File: config.mk
export PLATFORM = sky130hd
export DESIGN_NAME = cmc_top
export DESIGN_NICKNAME = d
export VERILOG_FILES = /design/src/common/cmc_pkg.sv /design/src/cmc_line_walker.sv /design/src/cmc_top.sv
export SDC_FILE = /design/constraint.sdc
export NUM_CORES = 1
export LEC_CHECK = 0
export BUFFER_PORTS_ARGS = -buffer_cell sky130_fd_sc_hd__buf_2
export CAP_MARGIN = 10
export CORE_UTILIZATION = 26
export CTS_BUF_LIST = sky130_fd_sc_hd__clkbuf_2
export DETAILED_ROUTE_END_ITERATION = 10
export HOLD_SLACK_MARGIN = 0.12
export PLACE_DENSITY = 0.41
export SLEW_MARGIN = 20
export SYNTH_ARGS = -nofsm -noshare
export SYNTH_HDL_FRONTEND = slang
export SYNTH_HIERARCHICAL = 1
export SYNTH_SLANG_ARGS = --single-unit
File: constraint.sdc
create_clock -name clk -period 11.25 [get_ports clk]
set_input_delay 1.125 -clock clk [delete_from_list [all_inputs] [get_ports clk]]
set_output_delay 1.125 -clock clk [all_outputs]
set_load 0.005 [all_outputs]
File: src/common/cmc_pkg.sv
// Constants, types and helpers for the cache maintenance block
// Behaviour
// - A write to the L1D flush-all trigger writes back every dirty L1D line and then invalidates all L1D lines.
// - The L2 size field selects one of four capacities, 32KB, 64KB, 128KB or 256KB.
// - The L2 size field is read and write, and a read after a write returns the new size.
// - The L2 mode field selects normal or freeze, and reads back the last value written.
// - Block commands work on whole lines, so every line the range touches even partly is processed.
// - An L2 block writeback takes its base register first and is started by the write of its count.
// - An L2 block invalidate takes its base register first and is started by the write of its count.
// - The L2 block writeback-invalidate writes back the dirty lines of the range and invalidates them.
// - An L2 block writeback-invalidate takes its base first and is started by the write of its count.
// - Status registers show software when the command in progress has finished.
package cmc_pkg;

	// ----------------------------------------------------------------
	// Register offsets
	// ----------------------------------------------------------------
	localparam logic [7:0] OFS_L1D_FLUSH   = 8'h00;
	localparam logic [7:0] OFS_L2_CONFIG   = 8'h04;
	localparam logic [7:0] OFS_WB_BASE     = 8'h08;
	localparam logic [7:0] OFS_WB_COUNT    = 8'h0C;
	localparam logic [7:0] OFS_INV_BASE    = 8'h10;
	localparam logic [7:0] OFS_INV_COUNT   = 8'h14;
	localparam logic [7:0] OFS_WBINV_BASE  = 8'h18;
	localparam logic [7:0] OFS_WBINV_COUNT = 8'h1C;
	localparam logic [7:0] OFS_STATUS      = 8'h20;

	// ----------------------------------------------------------------
	// Field positions and reset values
	// ----------------------------------------------------------------
	localparam int unsigned CFG_SIZE_LSB  = 0;
	localparam int unsigned CFG_MODE_BIT  = 3;
	localparam int unsigned STAT_BUSY_BIT = 0;
	localparam int unsigned STAT_OP_LSB   = 1;
	localparam logic [31:0] RST_WORD      = 32'h0000_0000;

	// ----------------------------------------------------------------
	// Default geometry
	// ----------------------------------------------------------------
	localparam int unsigned DEF_LINE_SHIFT = 7;
	localparam int unsigned DEF_L1D_LINES  = 256;

	// ----------------------------------------------------------------
	// Types
	// ----------------------------------------------------------------
	typedef enum logic [1:0] {
		L2_SIZE_32K  = 2'h0,
		L2_SIZE_64K  = 2'h1,
		L2_SIZE_128K = 2'h2,
		L2_SIZE_256K = 2'h3
	} cmc_l2_size_t;

	typedef enum logic {
		l2_mode_normal = 1'b0,
		l2_mode_freeze = 1'b1
	} cmc_l2_mode_t;

	typedef enum logic [2:0] {
		OP_NONE      = 3'h0,
		OP_L1_WB     = 3'h1,
		OP_L1_INV    = 3'h2,
		OP_L2_WB     = 3'h3,
		OP_L2_INV    = 3'h4,
		OP_L2_WBINV  = 3'h5
	} cmc_op_t;

	typedef struct packed {
		cmc_op_t     op;
		logic [31:0] line;
	} cmc_req_t;

	// Lines touched by [base, base+cnt), partial lines included
	function automatic logic [31:0] range_lines(
		input logic [31:0] base,
		input logic [31:0] cnt,
		input int unsigned sh
	);
		logic [32:0] last;
		last = {1'b0, base} + {1'b0, cnt} - 33'h1;
		range_lines = 32'((last >> sh) - {1'b0, base >> sh} + 33'h1);
	endfunction

endpackage

File: src/cmc_line_walker.sv
// Steps through a run of cache lines, one request per accepted handshake
`timescale 1ns/1ps
`default_nettype none
module cmc_line_walker
	import cmc_pkg::*;
(
	// Clock and reset
	input  wire logic        clk,
	input  wire logic        rst,
	// Start of a run
	input  wire logic        start,
	input  wire cmc_op_t     op,
	input  wire logic [31:0] first,
	input  wire logic [31:0] lines,
	// Request to the cache
	output var  cmc_req_t    req_q,
	output var  logic        req_valid_q,
	input  wire logic        req_ready,
	// End of the run
	output var  logic        done_q
);

	logic [31:0] left_q;

	always_ff @(posedge clk or posedge rst) begin
		if (rst) begin
			req_valid_q <= 1'b0;
			req_q       <= '{op: OP_NONE, line: 32'h0000_0000};
			left_q      <= 32'h0000_0000;
		end else if (start) begin
			req_valid_q <= 1'b1;
			req_q       <= '{op: op, line: first};
			left_q      <= lines;
		end else if (req_valid_q && req_ready) begin
			if (left_q == 32'h0000_0001) begin
				req_valid_q <= 1'b0;
			end else begin
				req_q.line <= req_q.line + 32'h0000_0001;
			end
			left_q <= left_q - 32'h0000_0001;
		end
	end

	always_ff @(posedge clk or posedge rst) begin
		if (rst) begin
			done_q <= 1'b0;
		end else begin
			done_q <= req_valid_q && req_ready && left_q == 32'h0000_0001;
		end
	end

endmodule
`default_nettype wire

File: src/cmc_top.sv
// Cache maintenance command registers and sequencing for L1D and L2
`timescale 1ns/1ps
`default_nettype none
module cmc_top
	import cmc_pkg::*;
#(
	parameter int unsigned LINE_SHIFT = DEF_LINE_SHIFT,
	parameter int unsigned L1D_LINES  = DEF_L1D_LINES
)(
	// Clock and reset
	input  wire logic         clk,
	input  wire logic         rst,
	// Register port
	input  wire logic [7:0]   reg_addr,
	input  wire logic [31:0]  reg_wdata,
	input  wire logic         reg_wr,
	input  wire logic         reg_rd,
	output var  logic [31:0]  reg_rdata_q,
	// Line requests to the cache
	output var  cmc_req_t     maint_req_q,
	output var  logic         maint_valid_q,
	input  wire logic         maint_ready,
	// L2 configuration and busy flag to the cache
	output var  cmc_l2_size_t l2_size_q,
	output var  logic         l2_alloc_en_q,
	output var  logic         busy_q
);

	// ----------------------------------------------------------------
	// State
	// ----------------------------------------------------------------
	typedef enum logic [1:0] {
		ST_IDLE,
		ST_L1_WB,
		ST_L1_INV,
		ST_BLOCK
	} cmc_state_t;

	cmc_state_t   state_q;
	cmc_op_t      cur_op_q;
	cmc_l2_mode_t mode_q;
	logic [31:0]  wb_base_q;
	logic [31:0]  inv_base_q;
	logic [31:0]  wbinv_base_q;
	logic [31:0]  wb_count_q;
	logic [31:0]  inv_count_q;
	logic [31:0]  wbinv_count_q;

	logic         wr_flush;
	logic         wr_wb_cnt;
	logic         wr_inv_cnt;
	logic         wr_wbinv_cnt;
	logic         walk_start;
	cmc_op_t      walk_op;
	logic [31:0]  walk_first;
	logic [31:0]  walk_lines;
	logic [31:0]  sel_base;
	logic         walk_done;
	logic         l1_wb_done;
	logic         idle;

	// ----------------------------------------------------------------
	// Command decode
	// ----------------------------------------------------------------
	// Commands are taken only when idle; a zero count starts nothing
	assign idle         = state_q == ST_IDLE;
	assign wr_flush     = reg_wr && idle && reg_addr == OFS_L1D_FLUSH;
	assign wr_wb_cnt    = reg_wr && idle && reg_addr == OFS_WB_COUNT
		&& reg_wdata != 32'h0000_0000;
	assign wr_inv_cnt   = reg_wr && idle && reg_addr == OFS_INV_COUNT
		&& reg_wdata != 32'h0000_0000;
	assign wr_wbinv_cnt = reg_wr && idle && reg_addr == OFS_WBINV_COUNT
		&& reg_wdata != 32'h0000_0000;
	assign l1_wb_done   = walk_done && state_q == ST_L1_WB;

	always_comb begin
		walk_start = 1'b0;
		walk_op    = OP_NONE;
		sel_base   = 32'h0000_0000;
		walk_first = 32'h0000_0000;
		walk_lines = 32'h0000_0000;
		if (wr_flush) begin
			walk_start = 1'b1;
			walk_op    = OP_L1_WB;
			walk_lines = 32'(L1D_LINES);
		end else if (l1_wb_done) begin
			walk_start = 1'b1;
			walk_op    = OP_L1_INV;
			walk_lines = 32'(L1D_LINES);
		end else if (wr_wb_cnt || wr_inv_cnt || wr_wbinv_cnt) begin
			walk_start = 1'b1;
			if (wr_wb_cnt) begin
				walk_op  = OP_L2_WB;
				sel_base = wb_base_q;
			end else if (wr_inv_cnt) begin
				walk_op  = OP_L2_INV;
				sel_base = inv_base_q;
			end else begin
				walk_op  = OP_L2_WBINV;
				sel_base = wbinv_base_q;
			end
			walk_first = sel_base >> LINE_SHIFT;
			walk_lines = range_lines(sel_base, reg_wdata, LINE_SHIFT);
		end
	end

	// ----------------------------------------------------------------
	// Line walker
	// ----------------------------------------------------------------
	cmc_line_walker u_walker (
		.clk         (clk),
		.rst         (rst),
		.start       (walk_start),
		.op          (walk_op),
		.first       (walk_first),
		.lines       (walk_lines),
		.req_q       (maint_req_q),
		.req_valid_q (maint_valid_q),
		.req_ready   (maint_ready),
		.done_q      (walk_done)
	);

	// ----------------------------------------------------------------
	// Sequencer
	// ----------------------------------------------------------------
	always_ff @(posedge clk or posedge rst) begin
		if (rst) begin
			state_q  <= ST_IDLE;
			cur_op_q <= OP_NONE;
		end else begin
			unique case (state_q)
				ST_IDLE: begin
					if (wr_flush) begin
						state_q <= ST_L1_WB;
					end else if (walk_start) begin
						state_q <= ST_BLOCK;
					end
					if (walk_start) begin
						cur_op_q <= walk_op;
					end
				end
				ST_L1_WB: begin
					// Invalidation waits for the last writeback
					if (walk_done) begin
						state_q  <= ST_L1_INV;
						cur_op_q <= OP_L1_INV;
					end
				end
				ST_L1_INV, ST_BLOCK: begin
					if (walk_done) begin
						state_q  <= ST_IDLE;
						cur_op_q <= OP_NONE;
					end
				end
			endcase
		end
	end

	always_ff @(posedge clk or posedge rst) begin
		if (rst) begin
			busy_q <= 1'b0;
		end else begin
			busy_q <= walk_start || (!idle && !(walk_done
				&& state_q != ST_L1_WB));
		end
	end

	// ----------------------------------------------------------------
	// L2 configuration
	// ----------------------------------------------------------------
	always_ff @(posedge clk or posedge rst) begin
		if (rst) begin
			l2_size_q <= L2_SIZE_32K;
			mode_q    <= l2_mode_normal;
		end else if (reg_wr && reg_addr == OFS_L2_CONFIG) begin
			l2_size_q <= cmc_l2_size_t'(reg_wdata[CFG_SIZE_LSB +: 2]);
			mode_q    <= cmc_l2_mode_t'(reg_wdata[CFG_MODE_BIT]);
		end
	end

	// Freeze keeps hits but blocks allocation on misses
	always_ff @(posedge clk or posedge rst) begin
		if (rst) begin
			l2_alloc_en_q <= 1'b1;
		end else if (reg_wr && reg_addr == OFS_L2_CONFIG) begin
			l2_alloc_en_q <= reg_wdata[CFG_MODE_BIT] == l2_mode_normal;
		end
	end

	// ----------------------------------------------------------------
	// Base and count registers
	// ----------------------------------------------------------------
	// Bases may be rewritten at any time; a running walk holds its copy
	always_ff @(posedge clk or posedge rst) begin
		if (rst) begin
			wb_base_q    <= RST_WORD;
			inv_base_q   <= RST_WORD;
			wbinv_base_q <= RST_WORD;
		end else if (reg_wr) begin
			if (reg_addr == OFS_WB_BASE) begin
				wb_base_q <= reg_wdata;
			end
			if (reg_addr == OFS_INV_BASE) begin
				inv_base_q <= reg_wdata;
			end
			if (reg_addr == OFS_WBINV_BASE) begin
				wbinv_base_q <= reg_wdata;
			end
		end
	end

	// Counts drop to zero when their command finishes
	always_ff @(posedge clk or posedge rst) begin
		if (rst) begin
			wb_count_q    <= RST_WORD;
			inv_count_q   <= RST_WORD;
			wbinv_count_q <= RST_WORD;
		end else begin
			if (wr_wb_cnt) begin
				wb_count_q <= reg_wdata;
			end else if (walk_done && cur_op_q == OP_L2_WB) begin
				wb_count_q <= 32'h0000_0000;
			end
			if (wr_inv_cnt) begin
				inv_count_q <= reg_wdata;
			end else if (walk_done && cur_op_q == OP_L2_INV) begin
				inv_count_q <= 32'h0000_0000;
			end
			if (wr_wbinv_cnt) begin
				wbinv_count_q <= reg_wdata;
			end else if (walk_done && cur_op_q == OP_L2_WBINV) begin
				wbinv_count_q <= 32'h0000_0000;
			end
		end
	end

	// ----------------------------------------------------------------
	// Read port
	// ----------------------------------------------------------------
	always_ff @(posedge clk or posedge rst) begin
		if (rst) begin
			reg_rdata_q <= RST_WORD;
		end else if (reg_rd) begin
			reg_rdata_q <= 32'h0000_0000;
			unique case (reg_addr)
				OFS_L1D_FLUSH: begin
					reg_rdata_q[STAT_BUSY_BIT] <= state_q == ST_L1_WB
						|| state_q == ST_L1_INV;
				end
				OFS_L2_CONFIG: begin
					reg_rdata_q[CFG_SIZE_LSB +: 2] <= l2_size_q;
					reg_rdata_q[CFG_MODE_BIT]      <= mode_q;
				end
				OFS_WB_BASE:     reg_rdata_q <= wb_base_q;
				OFS_WB_COUNT:    reg_rdata_q <= wb_count_q;
				OFS_INV_BASE:    reg_rdata_q <= inv_base_q;
				OFS_INV_COUNT:   reg_rdata_q <= inv_count_q;
				OFS_WBINV_BASE:  reg_rdata_q <= wbinv_base_q;
				OFS_WBINV_COUNT: reg_rdata_q <= wbinv_count_q;
				OFS_STATUS: begin
					reg_rdata_q[STAT_BUSY_BIT] <= !idle;
					reg_rdata_q[STAT_OP_LSB +: 3] <= cur_op_q;
				end
				default: reg_rdata_q <= 32'h0000_0000;
			endcase
		end
	end

endmodule
`default_nettype wire

==> results.md, run 1 <==
- Die area: 71590 um^2
- Tcrit/Tclk final: 0.7918
- Starting DRT DRC Count: 1384
- Setup crit end kind: register
- FF+latch count, synth: around 300
- Final setup margin: 2.342 ns
- TritonCTS clock tree: done
- Synthesized area: roughly 18000 um^2
- Max-cap violations: 0
- Pre-CTS WS: 1.225 ns
- Total Wirelength: 66.53 mm
- Post-CTS setup repair buffer count: 0
- # DRC: 0
- Sequential share of the synthesized area: 0.4136
- Relative slew slack: 0.2737
- Top Layer Used: met4
- Critical Path AT: 9.89 ns
- I/O pins: around 120
- Hold crit path type: input pin to register
- Largest net degree at the start of global routing: 131
- Ys Warns: 6
- Fin Hold WS: 0.2874 ns
- Row count: 96
- WL/cell: 20.84 um
- Sequential cell area: 7584 um^2
- Final setup fails: 0
- Layout Nets: 2333
- Post-DP HPWL: about 44 mm
- CP max stage cell: nor4bb_1
- Skew final: 0.1269 ns
- Final Hold Fails: 0
- CTS H-tree depth: 3
- Metal-1 WL: 31.53 mm
- Ys async rst share: 1.000
- Core box area: 69190 um^2
- Pre-antenna DRT Iters: 8
- Share of cells above drive strength 1: 0.1462
- Global placer's final weighted congestion: 0.8327
- Placed Instances: 3033
- RSZ-0062 raised after global routing: false
- Met2 wire len: 30.46 mm
- CTS Buffer Depth: 3
- Max-slew violation count: 0
- Status: completed
- Worst-skew pair later-pin latency: 1.16 ns
- Global-route wire length before repair: between 100 and 150 mm
- Fin cells: 3193
- Leak: 9.316 nW
- Setup TNS: 0 ns
- Measured slew at the worst slew-check pin: around 1.1 ns
- Detail Route Antenna Nets: 0
- GRT Util Overall: 0.1878
- Vias per cell: ~5.2
- CP Class: input pin to register
- Most frequent cells in the layout: dfrtp_1, nand2_1, nor2_1, o21ai_0, clkbuf_2
- Initial antenna violation count: 2
- Synthesized netlist cell count: roughly 2100
- Synth cell types: just over 80
- Overflow after GRT: 0
- Largest stage delay, worst path: 0.73 ns
- EDFF count, synth: 0
- Initial core utilization: 0.2650
- Max Freq: 112.3 MHz
- Area of the multi-input gates: 9932 um^2
- Fillers: 7510
- Power per cell area: 138.9 nW/um^2
- Vias in the first global route: between 15000 and 20000
- WP data required: 12.23 ns
- Chip height: 267.6 um
- Total power: just under 3 mW
- Area delta synth->final: 13.15%
- Most common cell after layout, fill and taps aside: dfrtp_1
- Critical path fanouts, max: 43
- Die X: about 270 um
- Syn_area_per_cell: about 8.9 um^2
- Main synth FF type: dfrtp_1
- Worst-path clk slew: 0.11 ns
- Peak VDD IR: 0.05074 mV
- Root buf cell: clkbuf_2
- Num CTS Buffers: 88
- Worst Setup Start Kind: input pin
- PortBufs: 116
- Via count: 16572
- Minimum clock period after layout: 8.908 ns
- Met3 WL: between 3 and 4 mm
- Sink Count: just over 300
==> layout make-up <==
type                    count  share of cell area
diodes                      5           0.0006031
clock buffers             134             0.03233
clock inverters            20            0.006272
inverters                 117             0.02153
multi-input cells        1539              0.4787
flip-flops and latches    303              0.3655
well taps                 931             0.05615
repair buffers            144             0.03884
==> registers in the layout, indices dropped and copies added, names as in the netlist <==
register	flops
inv_count_q	32
wb_base_q	32
wb_count_q	32
reg_rdata_q	32
u_walker/left_q	32
busy_q	1
inv_base_q	32
wbinv_base_q	32
u_walker/req_q	35
l2_size_q	2
state_q	2
u_walker/req_valid_q	1
mode_q	1
u_walker/done_q	1
l2_alloc_en_q	1
wbinv_count_q	32
cur_op_q	3
==> final timing paths <==
path / startpoint / endpoint / slack (ns) / cells past startpoint
min: reg_wdata[10] / wb_count_q[10] / 0.29 / 2
max in group asynchronous: rst / wb_base_q[14] / 9.22 / 4
max: reg_addr[5] / u_walker/left_q[26] / 2.34 / 31
min reg2reg: l2_alloc_en_q / l2_alloc_en_q / 0.49 / 2
min in group asynchronous: rst / u_walker/req_q[34] / 0.49 / 3
max reg2reg: state_q[0] / u_walker/left_q[26] / 2.43 / 31
==> kinds of logic (layout without fill, tap and decap cells) <==
family,Yosys count,count (layout),share of synthesized area
simple gates,721,721,0.1864
mux,45,45,0.02532
compound gates,580,580,0.2153
buf+inv,235,415,0.04975
xor+xnor,91,91,0.04422
flops,303,303,0.4136
fa+ha+maj,95,95,0.06524
other cells,1,12,0.0002045
==> metrics by stage <==
| step | util | instance area, um^2 |
|---|---|---|
| after floorplan | - | 18360 |
| after global placement | 0.2879 | 19920 |
| after detailed placement | 0.2879 | 19920 |
| after CTS | 0.2996 | 20730 |
| after global routing | 0.2999 | 20750 |
| final | 0.2999 | 20750 |
==> cells in the mapped netlist (25+ instances only) <==
library cell  instances  share of area
a21oi_1             110          0.030
clkbuf_1             95          0.019
nand2_1             252          0.052
a21o_1               33          0.014
a31oi_1              26         0.0089
nor3_1               30         0.0082
xor2_1               33          0.016
nor4_1               30          0.010
o21ai_0             155          0.042
a221oi_1             32          0.015
nor2_1              198          0.041
nand3_1              49          0.013
a22o_1               98          0.047
nand4_1              25         0.0085
inv_1               116          0.024
ha_1                 94          0.064
a222oi_1             33          0.018
or4_1                26          0.011
mux2i_1              34          0.019
dfrtp_1             302           0.41
xnor2_1              57          0.027
==> what timing repair did <==
item | CTS | global route
hold buffers | 1 | 0
gates resized for setup | 0 | 0
hold endpoints to repair | 73 | 0
==> power by group <==
group | internal [mW] | switching (mW)
Clock | 0.343 | 0.531
Combinational | 0.311 | 0.486
Sequential | 1.15 | 0.0627
Total | 1.80 | 1.08
==> metal layers <==
layer  track usage  vias to the layer above
met5             0                        -
met2        0.2997                      442
met4       0.04417                        0
li1              -                     7811
met1        0.2624                     8245
met3       0.03236                       74
==> critical path, delay by kind of cell <==
| kind | cells | cell delay (ns) |
|---|---|---|
| AND/OR/NAND/NOR | 13 | 3.82 |
| AO/OA/AOI/OAI | 9 | 2.51 |
| adder cells (fa/ha/maj) | 2 | 0.84 |
| buffers and inverters | 3 | 0.83 |
| multiplexers | 2 | 0.45 |
| XOR/XNOR | 2 | 0.28 |
No activity file was read; power rests on OpenSTA's default activity.
==> run 2: changes to the inputs <==
- clock period: 11.25 -> 8.9 ns (I/O delays scaled with it)
==> run 2 against run 1 <==
Count of clock-buffer cells in the layout decreased by 10. Sequential power rose by 26%. Die area did not move. Sequential share of layout area shrank 1.2 points.
==> results.md, run 2 (synthesis gave the netlist of run 1 again) <==
- M1 GR Usage: 0.2614 (-0.0009804)
- Num CTS Buffers: 88 (unchanged)
- Placed Instances: 3086 (+1.7%)
- Crit path depth: 30 (-3.2%)
- Reg-to-Reg Start: state_q[1]
- Overflow after GRT: 0 (unchanged)
- Skew final: 0.1248 ns (-0.002117 ns)
- Initial core utilization: 0.2650 (unchanged)
- PortBufs: 116 (unchanged)
- Die area: 71590 um^2 (unchanged)
- Switching Share: 0.3707 (-0.004207)
- Combinational power share: 0.298 (+0.021)
- RSZ-0062 raised after global routing: false
- Largest net degree at the start of global routing: 103 (-21%)
- # DRC: 0 (unchanged)
- CP max stage cell: dlygate4sd3_1
- M2 GR Usage: 0.3006 (+0.0009126)
- Switching power: 1.374 mW (+27%)
- CTS H-tree depth: 3 (unchanged)
- Global placer's final weighted congestion: 0.8619 (+3.5%)
- Worst R2R Setup Slack: 0.74 ns (-1.69 ns)
- Starting DRT DRC Count: 1243 (-10%)
- Core box area: 69190 um^2 (unchanged)
- Final setup fails: 0 (unchanged)
- Chip height: 267.6 um (unchanged)
- Pre-antenna DRT Iters: 10 (+2)
- GRT Util Overall: 0.1886 (+0.0008645)
- Hold crit path type: input pin to register
- Worst-path clk slew: 0.12 ns (about the same)
- Setup TNS: 0 ns (unchanged)
- WL/cell: 20.42 um (-2.0%)
- Fin Hold WS: 0.3506 ns (+0.06324 ns)
- Peak VDD IR: 0.06882 mV (+36%)
- Post-CTS setup repair buffer count: 0 (unchanged)
- Share of cells above drive strength 1: 0.1605 (+0.01432)
- Met3 Usage GRT: 0.02997 (-0.002391)
- Max-slew violation count: 0 (unchanged)
- Max Freq: 121.8 MHz
- Final Hold Fails: 0 (unchanged)
- Max-cap violations: 0 (unchanged)
- Row count: 96 (unchanged)
- Measured slew at the worst slew-check pin: 1.085 ns (+0.003603 ns)
- Largest stage delay, worst path: 0.54 ns (-0.19 ns)
- WHS Endpoint: mode_q
- Clock power frac: 0.290 (-0.013)
- Worst R2R Path Depth: 30 (-3.2%)
- Largest reg by FF count: u_walker/req_q
- I/O pins: 117 (unchanged)
- Most frequent cells in the layout: dfrtp_1, nand2_1, nor2_1, o21ai_0, clkbuf_2
- Critical path fanouts, max: 25 (-42%)
- Hold wc startpoint: reg_wr
- Leak: 9.667 nW (+3.8%)
- Power per cell area: 172.9 nW/um^2 (+25%)
- Via count: 16940 (+2.2%)
- Root buf cell: clkbuf_2
- Worst hold path stage count: 3 (+1)
- Global-route wire length before repair: 103.8 mm (+0.91%)
- Status: completed
- TritonCTS clock tree: done
- Internal power: 2.332 mW (+30%)
- Area delta synth->final: 16.90%
- Initial antenna violation count: 1 (-1)
- Cell family with most CP delay: simple AND/OR/NAND/NOR gates
- Worst-skew pair later-pin latency: 1.12 ns (-0.04 ns)
- Layout Nets: 2419 (+3.7%)
- Fin area: 21430 um^2 (+3.3%)
- R2R Path End: u_walker/left_q[26]
- Fin cells: 3268 (+2.3%)
- Worst Setup Start Kind: input pin
- CP Class: input pin to register
- Tcrit/Tclk final: 0.9224
- WP data required: 9.84 ns (-2.39 ns)
- Detail Route Antenna Nets: 0 (unchanged)
- Fillers: 7504 (-0.080%)
- Sink Count: 303 (unchanged)
- Relative slew slack: 0.2768 (+0.003143)
- Total Wirelength: 66.74 mm (+0.31%)
- Setup crit end kind: register
- Number of flip-flops under the largest register name: 35 (unchanged)
- Most common cell after layout, fill and taps aside: dfrtp_1
- Busiest grt layer: met2
- Critical Path AT: 9.15 ns (-0.74 ns)
- Vias in the first global route: 17148 (+3.5%)
- Post-cts repair resize count: 0 (unchanged)
- Post-DP HPWL: 45.65 mm (+2.7%)
- Reg power frac: 0.412 (-0.008)
- Worst path buffer plus inverter count: 5 (+2)
- Die X: 267.6 um (unchanged)
- Minimum clock period after layout: a little over 8 ns
- Placed cell areas: 20330 um^2 (+2.1%)
- Vias per cell: 5.184 (-0.13%)
- CTS Buffer Depth: 3 (unchanged)
[run 2: power groups by stage]
| stage | Sequential [mW] | Combinational [mW] | Clock, mW |
|---|---|---|---|
| floorplan | 1.53 | 0.739 | 0 |
| global placement | 1.55 | 1.09 | 0 |
| detailed placement | 1.55 | 1.09 | 0 |
| CTS | 1.53 | 1.11 | 1.14 |
| global route | 1.54 | 1.24 | 1.20 |
| finish | 1.53 | 1.10 | 1.08 |
[run 2: worst max path at each step]
stage	start	end	slack [ns]
4_1_cts	state_q[1]	u_walker/left_q[26]	0.80
3_5_place_dp	reg_addr[5]	u_walker/left_q[26]	0.22
3_3_place_gp	reg_wdata[14]	u_walker/left_q[26]	0.35
2_1_floorplan	reg_addr[5]	u_walker/left_q[26]	0.86
6_report	reg_wdata[14]	u_walker/left_q[26]	0.69
5_1_grt	state_q[1]	u_walker/left_q[25]	0.24
[run 2: layout make-up]
class                      instances  area [um^2]  share of cell area
antenna                            1        2.502           0.0001168
clock buffer                     124        620.6             0.02895
clock inverter                    23        142.6            0.006655
inverter                         117        446.7             0.02084
multi-input combinational       1539         9926              0.4631
sequential                       303         7584              0.3538
tap                              931         1165             0.05435
timing repair buffer             230         1546             0.07215
[run 2: worst reg2reg max path: cells and delay by family (launching register included)]
family,cells,cell delay (ns)
buf+inv,4,0.68
simple gates,11,2.96
xor+xnor,1,0.11
compound gates,9,2.34
mux,1,0.19
flops,1,0.44
fa+ha+maj,4,1.30
[run 2: repair_timing]
action | CTS | global route
hold buffers | 34 | 0
setup endpoints to repair | 0 | 0
hold endpoints to repair | 298 | 0
[run 2: per-layer routing]
metal	part of all wire	up-vias
li1	-	7963
met1	0.48	8432
met2	0.45	450
met3	0.048	95
met4	0.020	0
met5	0	-
[run 2: per-stage QoR]
step	util	worst slack [ns]	power [mW]
3_5_place_dp	0.2938	0.2235	2.644
3_3_place_gp	0.2938	0.3507	2.639
2_1_floorplan	-	0.8583	2.273
6_report	0.3098	0.6905	3.707
5_1_grt	0.3098	0.2413	3.989
4_1_cts	0.3098	0.7990	3.776
